[src/hw/smc_consts.vh]
`ifndef SMC_CONSTS_VH
`define SMC_CONSTS_VH

// ==========================================================
// register offsets
`define SMC_ADDR_COMMIT 8'h00
`define SMC_ADDR_REF 8'h0a
`define SMC_ADDR_SYNTH_PWR 8'h0c
`define SMC_ADDR_LOCK_B 8'h0d
`define SMC_ADDR_TRANSMIT_DISABLE_INPUT 8'h0e
`define SMC_ADDR_LOCK_A 8'h17
`define SMC_ADDR_AUTOCAL 8'h18
`define SMC_ADDR_AC_TIMER 8'h19
`define SMC_ADDR_LO_MON 8'h1b
`define SMC_ADDR_RF_DIV 8'h1c
`define SMC_ADDR_MOD_PWR 8'h1d
`define SMC_ADDR_ATTEN 8'h1e
`define SMC_ADDR_REVISION 8'h21

// ==========================================================
// field positions
`define SMC_REF_HALVE_BIT 6
`define SMC_REF_DOUBLER_BIT 5
`define SMC_REF_DIV_MSB 4
`define SMC_SYNTH_PD_BIT 2
`define SMC_LOCK_CNT_HI_BIT 6
`define SMC_STOP_LO_BIT 7
`define SMC_LOCK_EN_BIT 4
`define SMC_LOCK_CNT_LO_BIT 3
`define SMC_LOCK_FINE_BIT 2
`define SMC_AUTOCAL_OFF_BIT 0
`define SMC_VCO_RANGE_BIT 4
`define SMC_LO_MON_EN_BIT 2
`define SMC_LO_MON_PWR_MSB 1
`define SMC_RF_DIV_PD_BIT 4
`define SMC_RF_DIV_MSB 2
`define SMC_MOD_EN_BIT 0
`define SMC_ATTEN_MSB 5

// ==========================================================
// reset and decode values
`define SMC_RST_BYTE 8'h00
`define SMC_REF_DIV_ZERO_RATIO 6'h20
`define SMC_ATTEN_HIGH_BASE 2'h2

// ==========================================================
// lock window widths in ns
`define SMC_LOCK_COARSE_NS 10
`define SMC_LOCK_FINE_NS 6

`endif

[src/hw/smc_dbl_buffer.v]
`timescale 1ns/1ps

// ==========================================================
// shadow stage plus active stage for one double-buffered field
module smc_dbl_buffer #(
    parameter WIDTH = 8
) (
    // clock and reset
    input wire clk,
    input wire resetn,
    // shadow side
    input wire load,
    input wire [WIDTH-1:0] din,
    // transfer strobe
    input wire commit,
    // stages
    output reg [WIDTH-1:0] shadow_reg,
    output reg [WIDTH-1:0] active_reg
);

    // shadow takes writes, active only moves on commit
    always @(posedge clk)
    begin
        if (!resetn)
        begin
            shadow_reg <= {WIDTH{1'b0}};
            active_reg <= {WIDTH{1'b0}};
        end
        else
        begin
            if (load)
                shadow_reg <= din;
            // a load in the same cycle is carried straight through
            if (commit)
                active_reg <= load ? din : shadow_reg;
        end
    end

endmodule

[src/hw/smc_atten_decode.v]
`timescale 1ns/1ps
`include "smc_consts.vh"

// ==========================================================
// attenuator code to dB step count
module smc_atten_decode (
    // raw code
    input wire [5:0] code,
    // decoded attenuation
    output reg [5:0] atten_db,
    output reg code_ok
);

    // low half maps 1:1, top quarter adds 32 dB on its low nibble
    always @*
    begin
        if (!code[5])
        begin
            atten_db = {1'b0, code[4:0]};
            code_ok = 1'b1;
        end
        else
        begin
            atten_db = {`SMC_ATTEN_HIGH_BASE, code[3:0]};
            // 10xxxx has no defined step
            code_ok = code[4];
        end
    end

endmodule

[src/hw/smc_regs.v]
`timescale 1ns/1ps
`include "smc_consts.vh"

// Operation
// RQ1 - double-buffered fields apply on commit write
// RQ2 - ref bit 6 selects halving divider
// RQ3 - ref bit 5 enables frequency doubler
// RQ4 - ref divide code, zero means 32
// RQ5 - synth power bit 2 powers down
// RQ6 - stop lo clock while tx disabled
// RQ7 - lock bit 4 enables lock detector
// RQ8 - lock count split over two registers
// RQ9 - lock precision bit picks window
// RQ10 - autocal bit 0 disables calibration
// RQ11 - autocal timer eight bit value
// RQ12 - lo monitor bit 2 powers up
// RQ13 - lo monitor power two bit select
// RQ14 - software sets vco range bit
// RQ15 - rf divider powerdown and buffered select
// RQ16 - modulator power bit, bit 7 one
// RQ17 - six bit attenuator code in dB
// RQ18 - revision register read only
// RQ19 - software writes fixed bits correctly
// RQ20 - software writes commit register last
module smc_regs #(
    // arbitrary value, not tied to any real part
    parameter [7:0] REVISION_CODE = 8'h5a
) (
    // clock and reset
    input wire clk,
    input wire resetn,
    // register port from the serial decoder
    input wire wr_en,
    input wire rd_en,
    input wire [7:0] addr,
    input wire [7:0] wr_data,
    output reg [7:0] rd_data,
    output reg rd_valid,
    // transmit disable pin
    input wire transmit_disable_input,
    // reference path
    output reg ref_halve_en,
    output reg ref_doubler_en,
    output reg [5:0] ref_div_ratio,
    // synthesizer
    output reg synth_power_down,
    output reg new_acquisition,
    output reg lo_clock_stop,
    // lock detector
    output reg lock_det_en,
    output reg [1:0] lock_count,
    output reg lock_fine_window,
    // autocalibration
    output reg autocal_en,
    output reg [7:0] autocal_timer_value,
    // lo monitor and range
    output reg lo_mon_power_up,
    output reg [1:0] lo_mon_power_sel,
    output reg vco_range_sel,
    // rf output divider
    output reg rf_output_divider_pd,
    output reg [2:0] rf_divide_select,
    // modulator and attenuator
    output reg modulator_power_up,
    output reg [5:0] attenuation_db,
    output reg attenuation_code_ok
);

    // ==========================================================
    // write decode
    wire wr_commit = wr_en && (addr == `SMC_ADDR_COMMIT);
    wire wr_ref = wr_en && (addr == `SMC_ADDR_REF);
    wire wr_rf_divide_select = wr_en && (addr == `SMC_ADDR_RF_DIV);

    // plain registers
    reg [7:0] synth_power_control_reg;
    reg [7:0] lock_detect_control_b_reg;
    reg [7:0] tx_disable_clock_control_reg;
    reg [7:0] lock_detect_control_a_reg;
    reg [7:0] autocal_control_reg;
    reg [7:0] autocal_timer_reg;
    reg [7:0] lo_monitor_and_range_reg;
    reg [7:0] lo_output_divider_hi_reg;
    reg [7:0] modulator_power_reg;
    reg [7:0] output_attenuation_reg;

    // double-buffered stages
    wire [7:0] ref_shadow;
    wire [7:0] ref_active;
    wire [2:0] rf_divide_select_shadow;
    wire [2:0] rf_divide_select_active;

    // pin synchroniser
    reg transmit_disable_input_meta_reg;
    reg transmit_disable_input_sync_reg;

    // decoded attenuator
    wire [5:0] atten_db_next;
    wire atten_ok_next;

    // ==========================================================
    // double-buffered fields
    // RQ1 shadow then commit
    smc_dbl_buffer #(
        .WIDTH(8)
    ) u_ref_buf (
        .clk(clk),
        .resetn(resetn),
        .load(wr_ref),
        .din(wr_data),
        .commit(wr_commit),
        .shadow_reg(ref_shadow),
        .active_reg(ref_active)
    );

    // RQ15 buffered divide select
    smc_dbl_buffer #(
        .WIDTH(3)
    ) u_rf_divide_select_buf (
        .clk(clk),
        .resetn(resetn),
        .load(wr_rf_divide_select),
        .din(wr_data[`SMC_RF_DIV_MSB:0]),
        .commit(wr_commit),
        .shadow_reg(rf_divide_select_shadow),
        .active_reg(rf_divide_select_active)
    );

    // ==========================================================
    // immediate registers
    // RQ18 revision has no storage, so writes there fall away
    always @(posedge clk)
    begin
        if (!resetn)
        begin
            synth_power_control_reg <= `SMC_RST_BYTE;
            lock_detect_control_b_reg <= `SMC_RST_BYTE;
            tx_disable_clock_control_reg <= `SMC_RST_BYTE;
            lock_detect_control_a_reg <= `SMC_RST_BYTE;
            autocal_control_reg <= `SMC_RST_BYTE;
            autocal_timer_reg <= `SMC_RST_BYTE;
            lo_monitor_and_range_reg <= `SMC_RST_BYTE;
            lo_output_divider_hi_reg <= `SMC_RST_BYTE;
            modulator_power_reg <= `SMC_RST_BYTE;
            output_attenuation_reg <= `SMC_RST_BYTE;
        end
        else if (wr_en)
        begin
            case (addr)
                `SMC_ADDR_SYNTH_PWR: synth_power_control_reg <= wr_data;
                `SMC_ADDR_LOCK_B: lock_detect_control_b_reg <= wr_data;
                `SMC_ADDR_TRANSMIT_DISABLE_INPUT: tx_disable_clock_control_reg <= wr_data;
                `SMC_ADDR_LOCK_A: lock_detect_control_a_reg <= wr_data;
                `SMC_ADDR_AUTOCAL: autocal_control_reg <= wr_data;
                `SMC_ADDR_AC_TIMER: autocal_timer_reg <= wr_data;
                `SMC_ADDR_LO_MON: lo_monitor_and_range_reg <= wr_data;
                // low three bits live in the double buffer
                `SMC_ADDR_RF_DIV:
                    lo_output_divider_hi_reg <= {wr_data[7:3], 3'h0};
                `SMC_ADDR_MOD_PWR: modulator_power_reg <= wr_data;
                `SMC_ADDR_ATTEN: output_attenuation_reg <= wr_data;
                default: ;
            endcase
        end
    end

    // ==========================================================
    // transmit disable pin, two flops before use
    always @(posedge clk)
    begin
        if (!resetn)
        begin
            transmit_disable_input_meta_reg <= 1'b0;
            transmit_disable_input_sync_reg <= 1'b0;
        end
        else
        begin
            transmit_disable_input_meta_reg <= transmit_disable_input;
            transmit_disable_input_sync_reg <= transmit_disable_input_meta_reg;
        end
    end

    // ==========================================================
    // attenuator decode
    // RQ17 code to dB
    smc_atten_decode u_atten (
        .code(output_attenuation_reg[`SMC_ATTEN_MSB:0]),
        .atten_db(atten_db_next),
        .code_ok(atten_ok_next)
    );

    // ==========================================================
    // control outputs, each from its own flop
    always @(posedge clk)
    begin
        if (!resetn)
        begin
            ref_halve_en <= 1'b0;
            ref_doubler_en <= 1'b0;
            ref_div_ratio <= `SMC_REF_DIV_ZERO_RATIO;
            synth_power_down <= 1'b0;
            new_acquisition <= 1'b0;
            lo_clock_stop <= 1'b0;
            lock_det_en <= 1'b0;
            lock_count <= 2'h0;
            lock_fine_window <= 1'b0;
            autocal_en <= 1'b1;
            autocal_timer_value <= 8'h00;
            lo_mon_power_up <= 1'b0;
            lo_mon_power_sel <= 2'h0;
            vco_range_sel <= 1'b0;
            rf_output_divider_pd <= 1'b0;
            rf_divide_select <= 3'h0;
            modulator_power_up <= 1'b0;
            attenuation_db <= 6'h00;
            attenuation_code_ok <= 1'b1;
        end
        else
        begin
            // RQ2 halving divider select
            ref_halve_en <= ref_active[`SMC_REF_HALVE_BIT];
            // RQ3 doubler enable
            ref_doubler_en <= ref_active[`SMC_REF_DOUBLER_BIT];
            // RQ4 zero code means 32
            if (ref_active[`SMC_REF_DIV_MSB:0] == 5'h00)
                ref_div_ratio <= `SMC_REF_DIV_ZERO_RATIO;
            else
                ref_div_ratio <= {1'b0, ref_active[`SMC_REF_DIV_MSB:0]};
            // RQ5 synth power down
            synth_power_down <=
                synth_power_control_reg[`SMC_SYNTH_PD_BIT];
            // RQ20 commit restarts acquisition
            new_acquisition <= wr_commit;
            // RQ6 gate lo clock on pin
            lo_clock_stop <= transmit_disable_input_sync_reg &
                tx_disable_clock_control_reg[`SMC_STOP_LO_BIT];
            // RQ7 lock detector enable
            lock_det_en <= lock_detect_control_a_reg[`SMC_LOCK_EN_BIT];
            // RQ8 high bit from one register, low from the other
            lock_count <= {
                lock_detect_control_b_reg[`SMC_LOCK_CNT_HI_BIT],
                lock_detect_control_a_reg[`SMC_LOCK_CNT_LO_BIT]};
            // RQ9 fine window when set
            lock_fine_window <=
                lock_detect_control_a_reg[`SMC_LOCK_FINE_BIT];
            // RQ10 bit set turns calibration off
            autocal_en <= !autocal_control_reg[`SMC_AUTOCAL_OFF_BIT];
            // RQ11 calibration duration
            autocal_timer_value <= autocal_timer_reg;
            // RQ12 monitor power up
            lo_mon_power_up <=
                lo_monitor_and_range_reg[`SMC_LO_MON_EN_BIT];
            // RQ13 monitor level select
            lo_mon_power_sel <=
                lo_monitor_and_range_reg[`SMC_LO_MON_PWR_MSB:0];
            // RQ14 range bit passed as written
            vco_range_sel <=
                lo_monitor_and_range_reg[`SMC_VCO_RANGE_BIT];
            // RQ15 divider power down immediate
            rf_output_divider_pd <=
                lo_output_divider_hi_reg[`SMC_RF_DIV_PD_BIT];
            rf_divide_select <= rf_divide_select_active;
            // RQ16 modulator power up
            modulator_power_up <= modulator_power_reg[`SMC_MOD_EN_BIT];
            attenuation_db <= atten_db_next;
            attenuation_code_ok <= atten_ok_next;
        end
    end

    // ==========================================================
    // readback, one cycle after the request
    // double-buffered registers show the pending shadow value
    always @(posedge clk)
    begin
        if (!resetn)
        begin
            rd_data <= 8'h00;
            rd_valid <= 1'b0;
        end
        else
        begin
            rd_valid <= rd_en;
            if (rd_en)
            begin
                case (addr)
                    `SMC_ADDR_REF: rd_data <= ref_shadow;
                    `SMC_ADDR_SYNTH_PWR: rd_data <= synth_power_control_reg;
                    `SMC_ADDR_LOCK_B: rd_data <= lock_detect_control_b_reg;
                    `SMC_ADDR_TRANSMIT_DISABLE_INPUT:
                        rd_data <= tx_disable_clock_control_reg;
                    `SMC_ADDR_LOCK_A: rd_data <= lock_detect_control_a_reg;
                    `SMC_ADDR_AUTOCAL: rd_data <= autocal_control_reg;
                    `SMC_ADDR_AC_TIMER: rd_data <= autocal_timer_reg;
                    `SMC_ADDR_LO_MON: rd_data <= lo_monitor_and_range_reg;
                    `SMC_ADDR_RF_DIV:
                        rd_data <= lo_output_divider_hi_reg | {5'h00,
                            rf_divide_select_shadow};
                    `SMC_ADDR_MOD_PWR: rd_data <= modulator_power_reg;
                    `SMC_ADDR_ATTEN: rd_data <= output_attenuation_reg;
                    // RQ18 fixed revision code
                    `SMC_ADDR_REVISION: rd_data <= REVISION_CODE;
                    // commit and unmapped addresses read back as zero
                    default: rd_data <= 8'h00;
                endcase
            end
        end
    end

endmodule

[config.mk]
export PLATFORM = sky130hd
export DESIGN_NAME = smc_regs
export DESIGN_NICKNAME = d
export VERILOG_FILES = /design/src/hw/smc_dbl_buffer.v /design/src/hw/smc_atten_decode.v /design/src/hw/smc_regs.v
export VERILOG_INCLUDE_DIRS = /design/src /design/src/hw
export SDC_FILE = /design/constraint.sdc
export NUM_CORES = 1
export LEC_CHECK = 0
export ABC_AREA = 1
export ABC_CLOCK_PERIOD_IN_PS = 1200
export BUFFER_PORTS_ARGS = -buffer_cell sky130_fd_sc_hd__buf_2
export CAP_MARGIN = 40
export CORE_MARGIN = 5
export CORE_UTILIZATION = 45
export CTS_CLUSTER_SIZE = 12
export DETAILED_ROUTE_END_ITERATION = 8
export GPL_ROUTABILITY_DRIVEN = 0
export PLACE_DENSITY = 0.75
export SLEW_MARGIN = 10
export SYNTH_ARGS = -nofsm -noshare
export SYNTH_HDL_FRONTEND = slang
export SYNTH_SLANG_ARGS = --single-unit
[constraint.sdc]
create_clock -name clk -period 1.2 [get_ports clk]
set_input_delay 0.12 -clock clk [delete_from_list [all_inputs] [get_ports clk]]
set_output_delay 0.12 -clock clk [all_outputs]
set_load 0.02 [all_outputs]
* After elaboration in Yosys (flattened, before gate mapping)
Index checks and enable logic that the tools add are counted.
W data, S select, Z words.
** Storage, ports and cells
- Logic and storage cells :: 78
- Output and inout bits :: 49
- Bits in registers :: 149
- Input port bits :: 21
** Operators by class
- Reduce and logical (&&, ||, !) cells :: 19
- Bitwise logic cells :: 3
- Multiplexer cells :: 5
- Eq/ne operators :: 12
** Operators with widths (number)
- $pmux W8 S12 :: 1
- $eq A8 B5 Y1 const B :: 7
- $eq A8 B4 Y1 const B :: 4
- $reduce_and A2 Y1 :: 11
- $mux W6 :: 2
- $eq A8 B6 Y1 const B :: 1
- $logic_not A8 Y1 :: 1
- $mux W8 :: 1
- $or A8 B3 Y8 :: 1
- $logic_not A5 Y1 :: 1
- $reduce_or A2 Y1 :: 2
- $logic_and A1 B1 Y1 :: 3
- $mux W3 :: 1
- $and A1 B1 Y1 :: 1
- $logic_not A1 Y1 :: 1
- $not A1 Y1 :: 1

* Logic depth before layout (Yosys ltp)
Gate-level depths: netlist of the first run.
- Depth in word-level cells :: 3
- Gate-level depth with buffers :: 10
- Mapped depth without buffers :: 9

* By module
A second synthesis of the first run with hierarchy kept.
** Unflattened totals
- Cell total of the unflattened synthesis :: 853
- Area total of the unflattened synthesis :: 6169.7 um2
** Modules (own cells, without submodules)
- smc_regs :: seq. area each 2562.5 um2, cells each 727, area an instance 5240.0 um2, times used 1
- smc_dbl_buffer at u_ref_buf :: seq. area each 320.3 um2, cells each 86, area an instance 653.1 um2, times used 1
- smc_dbl_buffer at u_rf_divide_select_buf :: seq. area each 120.1 um2, cells each 32, area an instance 225.2 um2, times used 1
- smc_atten_decode :: seq. area each 0.0 um2, cells each 8, area an instance 51.3 um2, times used 1

* Least setup slack after synthesis of the first run
OpenSTA, ideal clock, no wires.
- Path kind :: input to register
- From :: input port addr[5]
- To :: register lock_detect_control_a_reg[6]
- Setup time :: 119 ps
- Data arrival time :: 1107 ps
- Required time :: 1081 ps
- Buffers on the path :: 2
- Setup slack :: -26 ps
- Stages :: 8
- Cell sequence :: inv_1 nand2_1 nor2_4 buf_4 nand3_2 buf_2 o21ai_0 a21oi_1
** Between the ends
- Longest elaborated chain between the ends :: 2
** RTL lines
- start: declaration :: line smc_regs.v:35 : input wire [7:0] addr,
- $eq A8 B5 Y1 :: line smc_regs.v:149 : case (addr)
- $reduce_and A2 Y1 (no line)
- end signal: assignment :: line smc_regs.v:139 : lock_detect_control_a_reg <= `SMC_RST_BYTE;
- end signal: assignment :: line smc_regs.v:153 : `SMC_ADDR_LOCK_A: lock_detect_control_a_reg <= wr_data;
- end: declaration :: line smc_regs.v:79 : reg [7:0] lock_detect_control_a_reg;
Every way passes these cells.
A chain may end at the register's enable or synchronous reset.

* Final worst setup path of the first run
- From :: register rd_data[5]
- To :: output port rd_data[5]
** RTL lines
- start: declaration :: line smc_regs.v:37 : output reg [7:0] rd_data,
- start signal: assignment :: line smc_regs.v:286 : `SMC_ADDR_REF: rd_data <= ref_shadow;
- start signal: assignment :: line smc_regs.v:287 : `SMC_ADDR_SYNTH_PWR: rd_data <= synth_power_control_reg;
- start signal: assignment :: line smc_regs.v:288 : `SMC_ADDR_LOCK_B: rd_data <= lock_detect_control_b_reg;
No word-level cell between the ends.

==> results.md, run 1 <==
- Clk_skew: 7.53 ps
- # clock sinks: 149
- Worst stage delay on the critical path: 380 ps
- Unrepaired setup endpoints after global routing: yes
- Detailed Place HPWL: 11.4 mm
- Startpoint types: flop
- Via count: 5648
- Clock slew seen by the registers of the worst setup and hold paths: 60 ps
- Total wire length: 16.8 mm
- CTS Buffer Depth: 2
- GR Util met2: 0.345
- Core Region: 13300 sq um
- Most common cell after layout, fill and taps aside: dfxtp_1
- Fin area: 7550 sq um
- Slew at the pin with the worst max-slew slack: 375 ps
- Antenna violations before repair: 0
- CP top delay family: flip-flops
- Vias/cell: 5.13
- Status: complete, no violations
- Most frequent cells in the layout: dfxtp_1 (149), inv_1 (135), nand2_1 (132)
- Peak VDD IR: 0.968 mV
- Rows: 42
- Grt total ovfl: 0
- Max_cap viols: 0
- Share of cells above drive strength 1: 0.185
- Unique masters post-synth: 26
- Tmin final: 1120 ps
- Largest net degree at the start of global routing: 71
- Dpl cell area: 6870 sq um
- Fin worst setup slack: 84.7 ps
- Die Height: 127 um
- Port Buffers: 69
- Number of fill cells in the layout: 1211
- Slowest cell on the critical path: dfxtp_1
- DRT Pass-1 Iters: 5
- Met3 usage: 0.0626
- Drt drc: 0
- First-pass GRT wire length: 26.8 mm
- Power Dens Cells: 1480 nW/um^2
- I/O Pins: 70
- Post-layout nets: 933
- Warnings from Yosys: 0
- Type of destination of the critical path: output pin
- Synthesized area: 6120 sq um
- Critical Path AT: 1000 ps
- Drt wl/cell: 15.2 um
- Initial DRC count: 593
- Fin cells: 1101
- Global Route Usage Sum: 0.214
- Post-layout power: 11200 uW
- Met1 usage: 0.265
- Worst slack, placed: -307 ps
- Die area: 16000 sq um
- Final count of pins violating max slew: 0
- Period utilisation layout: 0.929
- Cells along the critical path: buf_2
- Area growth, synth to finish: 23.3%
- Vias in the first global route: 5251
- Syn_nets: 846
- Clk root buf: clkbuf_16
- Clk_lat worst skew: 430 ps
- Crit Path Class: reg2out
- #FFs+latches synth: 149
- Post-DRT Antenna Nets: 0
- GRT Max-Usage Layer: met2
- Rel. slew slack: 0.750
- Final hold violation count: 0
- Buffers and inverters on the worst path: 1
- Hold Crit Class: in2reg
- CTS Buf Count: 17
- Post-Synthesis Cells: 825
- CP Data Required Time: 1080 ps
- Avg Cell Area, Syn: 7.42 sq um
- CTS H-Tree Depth: 4
- Ant diodes: 0
- Leak: 0.00356 uW
- Dpl cells: 1066
- Die width: 127 um
- Final setup viols: 0
- Initial Utilization: 0.460
- F_max: 0.897 GHz
- Worst-path fanout max: 2
- Sequential-to-total area share from yosys stat: 0.487
- TritonCTS clock tree: yes
- Final Hold Slack: 26.1 ps
==> synthesized netlist by cell type <==
cell / instances / area share
and2_1: 1 / 0.0010
a21oi_1: 89 / 0.073
nand3_2: 7 / 0.011
nand2_1: 133 / 0.082
buf_4: 1 / 0.0012
clkbuf_1: 23 / 0.014
dfxtp_1: 149 / 0.49
nor2_8: 2 / 0.0065
buf_6: 4 / 0.0074
clkinv_1: 1 / 0.00061
buf_2: 17 / 0.014
o21a_1: 3 / 0.0037
nor2_2: 3 / 0.0031
buf_1: 1 / 0.00061
nand2_2: 1 / 0.0010
nand2_4: 2 / 0.0037
o21ai_1: 6 / 0.0049
o22ai_1: 5 / 0.0051
inv_2: 4 / 0.0025
nand3_1: 95 / 0.078
nor2_1: 54 / 0.033
o21ai_0: 77 / 0.063
nor3_1: 3 / 0.0025
nand3_4: 2 / 0.0057
inv_1: 135 / 0.083
nor2_4: 7 / 0.013
==> metal layers <==
metal / part of all wire / vias up / wire [um]
met3: 0.088 / 52 / 1480
li1: - / 2797 / -
met2: 0.47 / 233 / 7810
met5: 0 / - / 0
met1: 0.41 / 2566 / 6840
met4: 0.038 / 0 / 636
==> worst paths after layout <==
check,start,to,slack [ps],cells after the start
max,rd_data[5],rd_data[5],80,1
min,rd_en,rd_valid,30,3
max reg2reg,output_attenuation_reg[1],rd_data[1],110,6
min reg2reg,autocal_control_reg[0],autocal_en,420,1
==> logic make-up (layout without fill, tap and decap cells) <==
| group | Yosys count | in the layout | synth area share |
|---|---|---|---|
| buf+inv | 186 | 286 | 0.123 |
| flops | 149 | 149 | 0.487 |
| compound gates | 180 | 180 | 0.149 |
| simple gates | 310 | 310 | 0.240 |
==> what timing repair did <==
action	CTS	global route
setup endpoints to repair	0	7
endpoints found under the hold margin	1	0
hold buffers	1	0
setup buffers	0	2
resized for setup	0	3
==> cell type report <==
type	instances	area (sq um)	share of cell area
well taps	176	220	0.0292
repair buffers	114	786	0.104
flip-flops and latches	149	2980	0.395
clock buffers	24	492	0.0652
multi-input cells	490	2390	0.317
inverters	140	526	0.0696
clock inverters	8	145	0.0192
==> metrics by stage <==
step,utilization,setup TNS [ps]
after floorplan,-,0
after global placement,0.517,-20690
after detailed placement,0.517,-23080
after CTS,0.566,0
after global routing,0.568,-2.55
final,0.568,0
==> power breakdown <==
group | internal, uW | total, uW | switching, uW
Sequential | 4960 | 4970 | 6.40
Combinational | 137 | 474 | 337
Clock | 3690 | 5730 | 2030
Total | 8790 | 11200 | 2380
(Power assumes the default switching activity.)
==> run 2, diff against run 1 <==
Settings changed: CORE_UTILIZATION 45 to 31, PLACE_DENSITY 0.75 to 0.57, SKIP_LAST_GASP from default to 1.
==> run 2 against run 1 <==
  * Register-to-register slack better by 30 ps
  * Core utilization down 17 points
  * Flip-flop and latch count unchanged
  * Worst hold slack better by 72 ps
  * Setup slack better by 28 ps
==> results.md, run 2 (synthesized netlist as in run 1, its figures left out) <==
- Hold Crit Endpoint: u_ref_buf.shadow_reg[7]
- Rows: 51 (+21%)
- Die area: 22700 sq um (+41%)
- Routed wire length on met2: 8.22 mm (+5.3%)
- Setup bufs post-CTS: 0 (unchanged)
- I/O Pins: 70 (unchanged)
- Most common cell after layout, fill and taps aside: dfxtp_1
- Clk_lat worst skew: 430 ps (about the same)
- Total wire length: 17.8 mm (+5.9%)
- Reg2reg start: u_rf_divide_select_buf.shadow_reg[1]
- Power Dens Cells: 1400 nW/um^2 (-5.5%)
- CTS H-Tree Depth: 4 (unchanged)
- Hold Path Depth: 3 (unchanged)
- First-pass GRT wire length: 27.8 mm (+3.7%)
- Via count: 5372 (-4.9%)
- Max_cap viols: 0 (unchanged)
- Clock slew seen by the registers of the worst setup and hold paths: 60 ps (about the same)
- Worst-path fanout max: 10 (+8)
- Initial Utilization: 0.314 (-0.146)
- Met3 Routed Length: 771 um (-48%)
- Share of cells above drive strength 1: 0.193 (+0.00806)
- Antenna violations before repair: 0 (unchanged)
- Worst setup startpoint: addr[1]
- Grt total ovfl: 0 (unchanged)
- Core Region: 19500 sq um (+46%)
- Unrepaired setup endpoints after global routing: yes
- Slew at the pin with the worst max-slew slack: 409 ps (+34.0 ps)
- Clk root buf: clkbuf_16
- Startpoint types: input pin
- Hold Crit Class: in2reg
- Tmin final: 1090 ps (-28.2 ps)
- R2r endpoint: rd_data[1]
- Leak: 0.00361 uW (+1.4%)
- CP Data Required Time: 1510 ps (+430 ps)
- Clk_skew: 5.63 ps (-1.90 ps)
- Setup tns final: 0 ps (unchanged)
- Top sig layer: met4
- Final Hold Slack: 98.3 ps (+72.2 ps)
- Final setup viols: 0 (unchanged)
- # clock sinks: 149 (unchanged)
- Initial DRC count: 436 (-26%)
- Area growth, synth to finish: 26.7%
- Drt wl/cell: 14.8 um (-2.6%)
- Core Util, Final: 0.398 (-0.169)
- Die width: 151 um (+19%)
- Largest net degree at the start of global routing: 48 (-32%)
- Fin cells: 1198 (+8.8%)
- Final count of pins violating max slew: 0 (unchanged)
- Worst reg-to-reg path cell count: 6 (unchanged)
- CTS Buffer Depth: 2 (unchanged)
- Peak VDD IR: 0.866 mV (-10%)
- TritonCTS clock tree: yes
- Port Buffers: 69 (unchanged)
- Period utilisation layout: 0.906 (-0.0235)
- Dpl cells: 1164 (+9.2%)
- Post-DRT Antenna Nets: 0 (unchanged)
- Vias in the first global route: 4936 (-6.0%)
- Final hold violation count: 0 (unchanged)
- Post-layout nets: 941 (+0.86%)
- CTS Buf Count: 17 (unchanged)
- Drt drc: 0 (unchanged)
- Ant diodes: 0 (unchanged)
- Type of destination of the critical path: flop
- F_max: 0.920 GHz (+2.6%)
- Hold path start: wr_data[7]
- Worst reg2reg setup slack: 140 ps (+30 ps)
- Vias/cell: 4.48 (-13%)
- Detailed Place HPWL: 12.6 mm (+10%)
- WL met1: 8.49 mm (+24%)
- Crit Path Class: in2reg
- Die Height: 151 um (+19%)
- Rel. slew slack: 0.727 (-0.0227)
- Critical Path AT: 1400 ps (+400 ps)
- Status: complete, no violations
- DRT Pass-1 Iters: 5 (unchanged)
- Most frequent cells in the layout: dfxtp_1 (149), inv_1 (135), nand2_1 (133)
- Global Route Usage Sum: 0.163 (-0.0507)
==> run 2: how the worst max path moves through the flow <==
stage                                         to  slack, ps  cells past startpoint
floorplan           lock_detect_control_a_reg[6]          7                      8
global placement                      rd_data[2]       -320                     11
detailed placement                    rd_data[4]       -340                     12
CTS                                   rd_data[3]         90                      1
global route                          rd_data[7]         -7                     11
finish                                rd_data[1]        110                     11
==> run 2: power by group <==
part | switching, uW | internal [uW]
clock network | 2260 | 3110
logic | 353 | 170
registers | 6.25 | 4960
==> run 2: timing repair <==
action | 4_1_cts | 5_1_grt
gates resized for setup | 0 | 5
endpoints found under the setup margin | 0 | 8
endpoints found under the hold margin | 2 | 0
hold buffers | 2 | 0
==> run 2: worst max-delay path: stages <==
cell and delay (ps):
buf_2 110, buf_4 130, nand2_1 220, nor2_8 90
buf_12 150, nand3_1 70, nand2_1 60, nor2_1 140
nand3_1 150, nand2_1 90, a21oi_1 50
==> run 2: cell type report <==
cell class | instances | area (sq um)
Sequential cell | 149 | 2980
Clock buffer | 17 | 425
Inverter | 140 | 526
Fill cell | 2044 | 11700
Clock inverter | 15 | 165
Tap cell | 265 | 332
Timing Repair Buffer | 122 | 915
Multi-Input combinational cell | 490 | 2410
==> run 2: per-stage QoR <==
stage                     setup WS [ps]  power (uW)  area [sq um]
after floorplan                    6.71        5340          6120
after global placement             -319        5580          7120
after detailed placement           -337        5580          7120
after CTS                          94.5       11000          7730
after global routing              -7.29       11200          7750
final                               113       10900          7750
==> run 2: routing by layer <==
| metal | global-route usage | up-vias |
|---|---|---|
| met4 | 0.0494 | 0 |
| li1 | - | 2823 |
| met5 | 0 | - |
| met1 | 0.220 | 2404 |
| met2 | 0.260 | 127 |
| met3 | 0.0370 | 18 |
==> run 3, diff against run 2 <==
Settings changed: RECOVER_POWER from default to 100, SLEW_MARGIN 10 to 20.
==> run 3 against run 2 <==
  * Sequential share of layout area up 0.062 points
  * Maximum frequency about the same
  * Setup slack about the same
  * Worst hold slack got worse by 3.3 ps
  * Non-clock buffer count is the same
  * Clock power hardly changed
  * Critical path depth did not move
  * Total power is essentially flat
  * Sequential power about the same
  * Combinational power hardly changed
  * Global-route usage unchanged
==> results.md, run 3 (synthesized netlist as in run 1, its figures left out) <==
- Status: complete, no violations
- Setup tns final: 0 ps (unchanged)
- Grt total ovfl: 0 (unchanged)
- Tmin final: 1090 ps (+0.279 ps)
- Share of cells above drive strength 1: 0.190 (-0.00322)
- Global Route Usage Sum: 0.163 (unchanged)
- Dpl cell area: 7120 sq um (unchanged)
- Setup bufs post-CTS: 0 (unchanged)
- Die width: 151 um (unchanged)
- CTS Buf Count: 17 (unchanged)
- Cells along the critical path: buf_2 -> clkbuf_4 -> nand2_1 -> nor2_8 -> buf_12 -> nand3_1 -> nand2_1 -> nor2_1 -> nand3_1 -> nand2_1 -> a21oi_1
- Slew at the pin with the worst max-slew slack: 409 ps (+0.0182 ps)
- CTS H-Tree Depth: 4 (unchanged)
- Fin area: 7740 sq um (-0.16%)
- Max_cap viols: 0 (unchanged)
- Buffers and inverters on the worst path: 3 (unchanged)
- Peak VDD IR: 0.866 mV (about the same)
- Number of fill cells in the layout: 2048 (+0.20%)
- I/O Pins: 70 (unchanged)
- Largest net degree at the start of global routing: 48 (unchanged)
- Most common cell after layout, fill and taps aside: dfxtp_1
- Clk_lat worst skew: 430 ps (about the same)
- Vias/cell: 4.45 (-0.65%)
- Initial Utilization: 0.314 (unchanged)
- F_max: 0.920 GHz (about the same)
- Crit Path Class: in2reg
- Die Height: 151 um (unchanged)
- Rel. slew slack: 0.727 (about the same)
- Die area: 22700 sq um (unchanged)
- Final setup viols: 0 (unchanged)
- Slowest cell on the critical path: nand2_1
- Post-DRT Antenna Nets: 0 (unchanged)
- Worst-path fanout max: 10 (unchanged)
- Worst stage delay on the critical path: 220 ps (about the same)
- Area growth, synth to finish: 26.5%
- Rows: 51 (unchanged)
- CP Data Required Time: 1510 ps (about the same)
- CTS Buffer Depth: 2 (unchanged)
- Antenna violations before repair: 0 (unchanged)
- Final count of pins violating max slew: 0 (unchanged)
- Drt drc: 0 (unchanged)
- Power Dens Cells: 1400 nW/um^2 (+0.13%)
- Clk_skew: 5.31 ps (-0.314 ps)
- Post-layout nets: 941 (unchanged)
- Hold Crit Class: in2reg
- Clk root buf: clkbuf_16
- Initial DRC count: 437 (+0.23%)
- Via count: 5337 (-0.65%)
- Type of destination of the critical path: flop
- Final hold violation count: 0 (unchanged)
- Critical Path AT: 1400 ps (about the same)
- TritonCTS clock tree: yes
- First-pass GRT wire length: 27.8 mm (unchanged)
- Core Region: 19500 sq um (unchanged)
- Detailed Place HPWL: 12.6 mm (unchanged)
- Leak: 0.00360 uW (-0.17%)
- Drt wl/cell: 14.8 um (about the same)
- Startpoint types: input pin
- # clock sinks: 149 (unchanged)
- Port Buffers: 69 (unchanged)
- Unrepaired setup endpoints after global routing: yes
- CP dominant cell by count: nand2_1
- Vias in the first global route: 4936 (unchanged)
- Period utilisation layout: 0.906 (about the same)
- Clock slew seen by the registers of the worst setup and hold paths: 60 ps (about the same)
- Ant diodes: 0 (unchanged)
- Most frequent cells in the layout: dfxtp_1 (149), inv_1 (135), nand2_1 (133)
- Total wire length: 17.8 mm (about the same)
- CP top delay family: simple AND/OR/NAND/NOR gates
- DRT Pass-1 Iters: 5 (unchanged)
run 3: changes by cell type in the layout (fill, tap and decap cells not counted):
cell | previous run | this run
clkbuf_1 | 0 | 2
nand3_1 | 95 | 96
buf_4 | 37 | 34
clkbuf_4 | 0 | 1
nand3_2 | 5 | 4
run 3: path summary, 6_finish.rpt:
kind	to	slack, ps	start	cells after the start
max	rd_data[1]	110	addr[1]	11
min	u_ref_buf.shadow_reg[7]	100	wr_data[7]	3
max reg2reg	rd_data[1]	130	u_rf_divide_select_buf.shadow_reg[1]	6
min reg2reg	transmit_disable_input_sync_reg	420	transmit_disable_input_meta_reg	2
run 3: area by class of cell:
class | instances | area, sq um | area share
clock inverter | 15 | 165 | 0.0213
inverter | 140 | 526 | 0.0679
timing repair buffer | 122 | 907 | 0.117
tap | 265 | 332 | 0.0428
sequential | 149 | 2980 | 0.385
clock buffer | 17 | 425 | 0.0549
multi-input combinational | 490 | 2400 | 0.311
run 3: what timing repair did:
item / 4_1_cts / 5_1_grt
gates resized for setup: 0 / 5
setup endpoints to repair: 0 / 8
hold buffers: 2 / 0
endpoints found under the hold margin: 2 / 0
run 3: worst min-delay path: cells and delay by family:
kind,cells,cell delay [ps]
AO/OA/AOI/OAI,1,50
buffers and inverters,1,200
AND/OR/NAND/NOR,1,100
run 3: metrics by stage:
stage | hold WS (ps) | util | setup slack (ps) | power [uW] | std cells
finish | 95.0 | 0.398 | 113 | 10800 | 1198
global route | 92.8 | 0.398 | -7.29 | 11200 | 1198
CTS | 84.7 | 0.397 | 94.5 | 11000 | 1198
detailed placement | 328 | 0.366 | -337 | 5580 | 1164
global placement | 335 | 0.366 | -319 | 5580 | 1164
floorplan | 218 | - | 6.71 | 5340 | 825
run 3: where the power goes:
group	leakage, uW	internal, uW	switching (uW)
logic	0.00212	169	350
registers	0.00120	4960	6.26
clock network	0.000283	3110	2260
run 3: per-layer routing:
metal  track usage  vias up  routed length, um
met4        0.0494        0                293
met2         0.260      134               8160
li1              -     2827                  -
met5             0        -                  0
met3        0.0370       21                915
met1         0.220     2355               8400
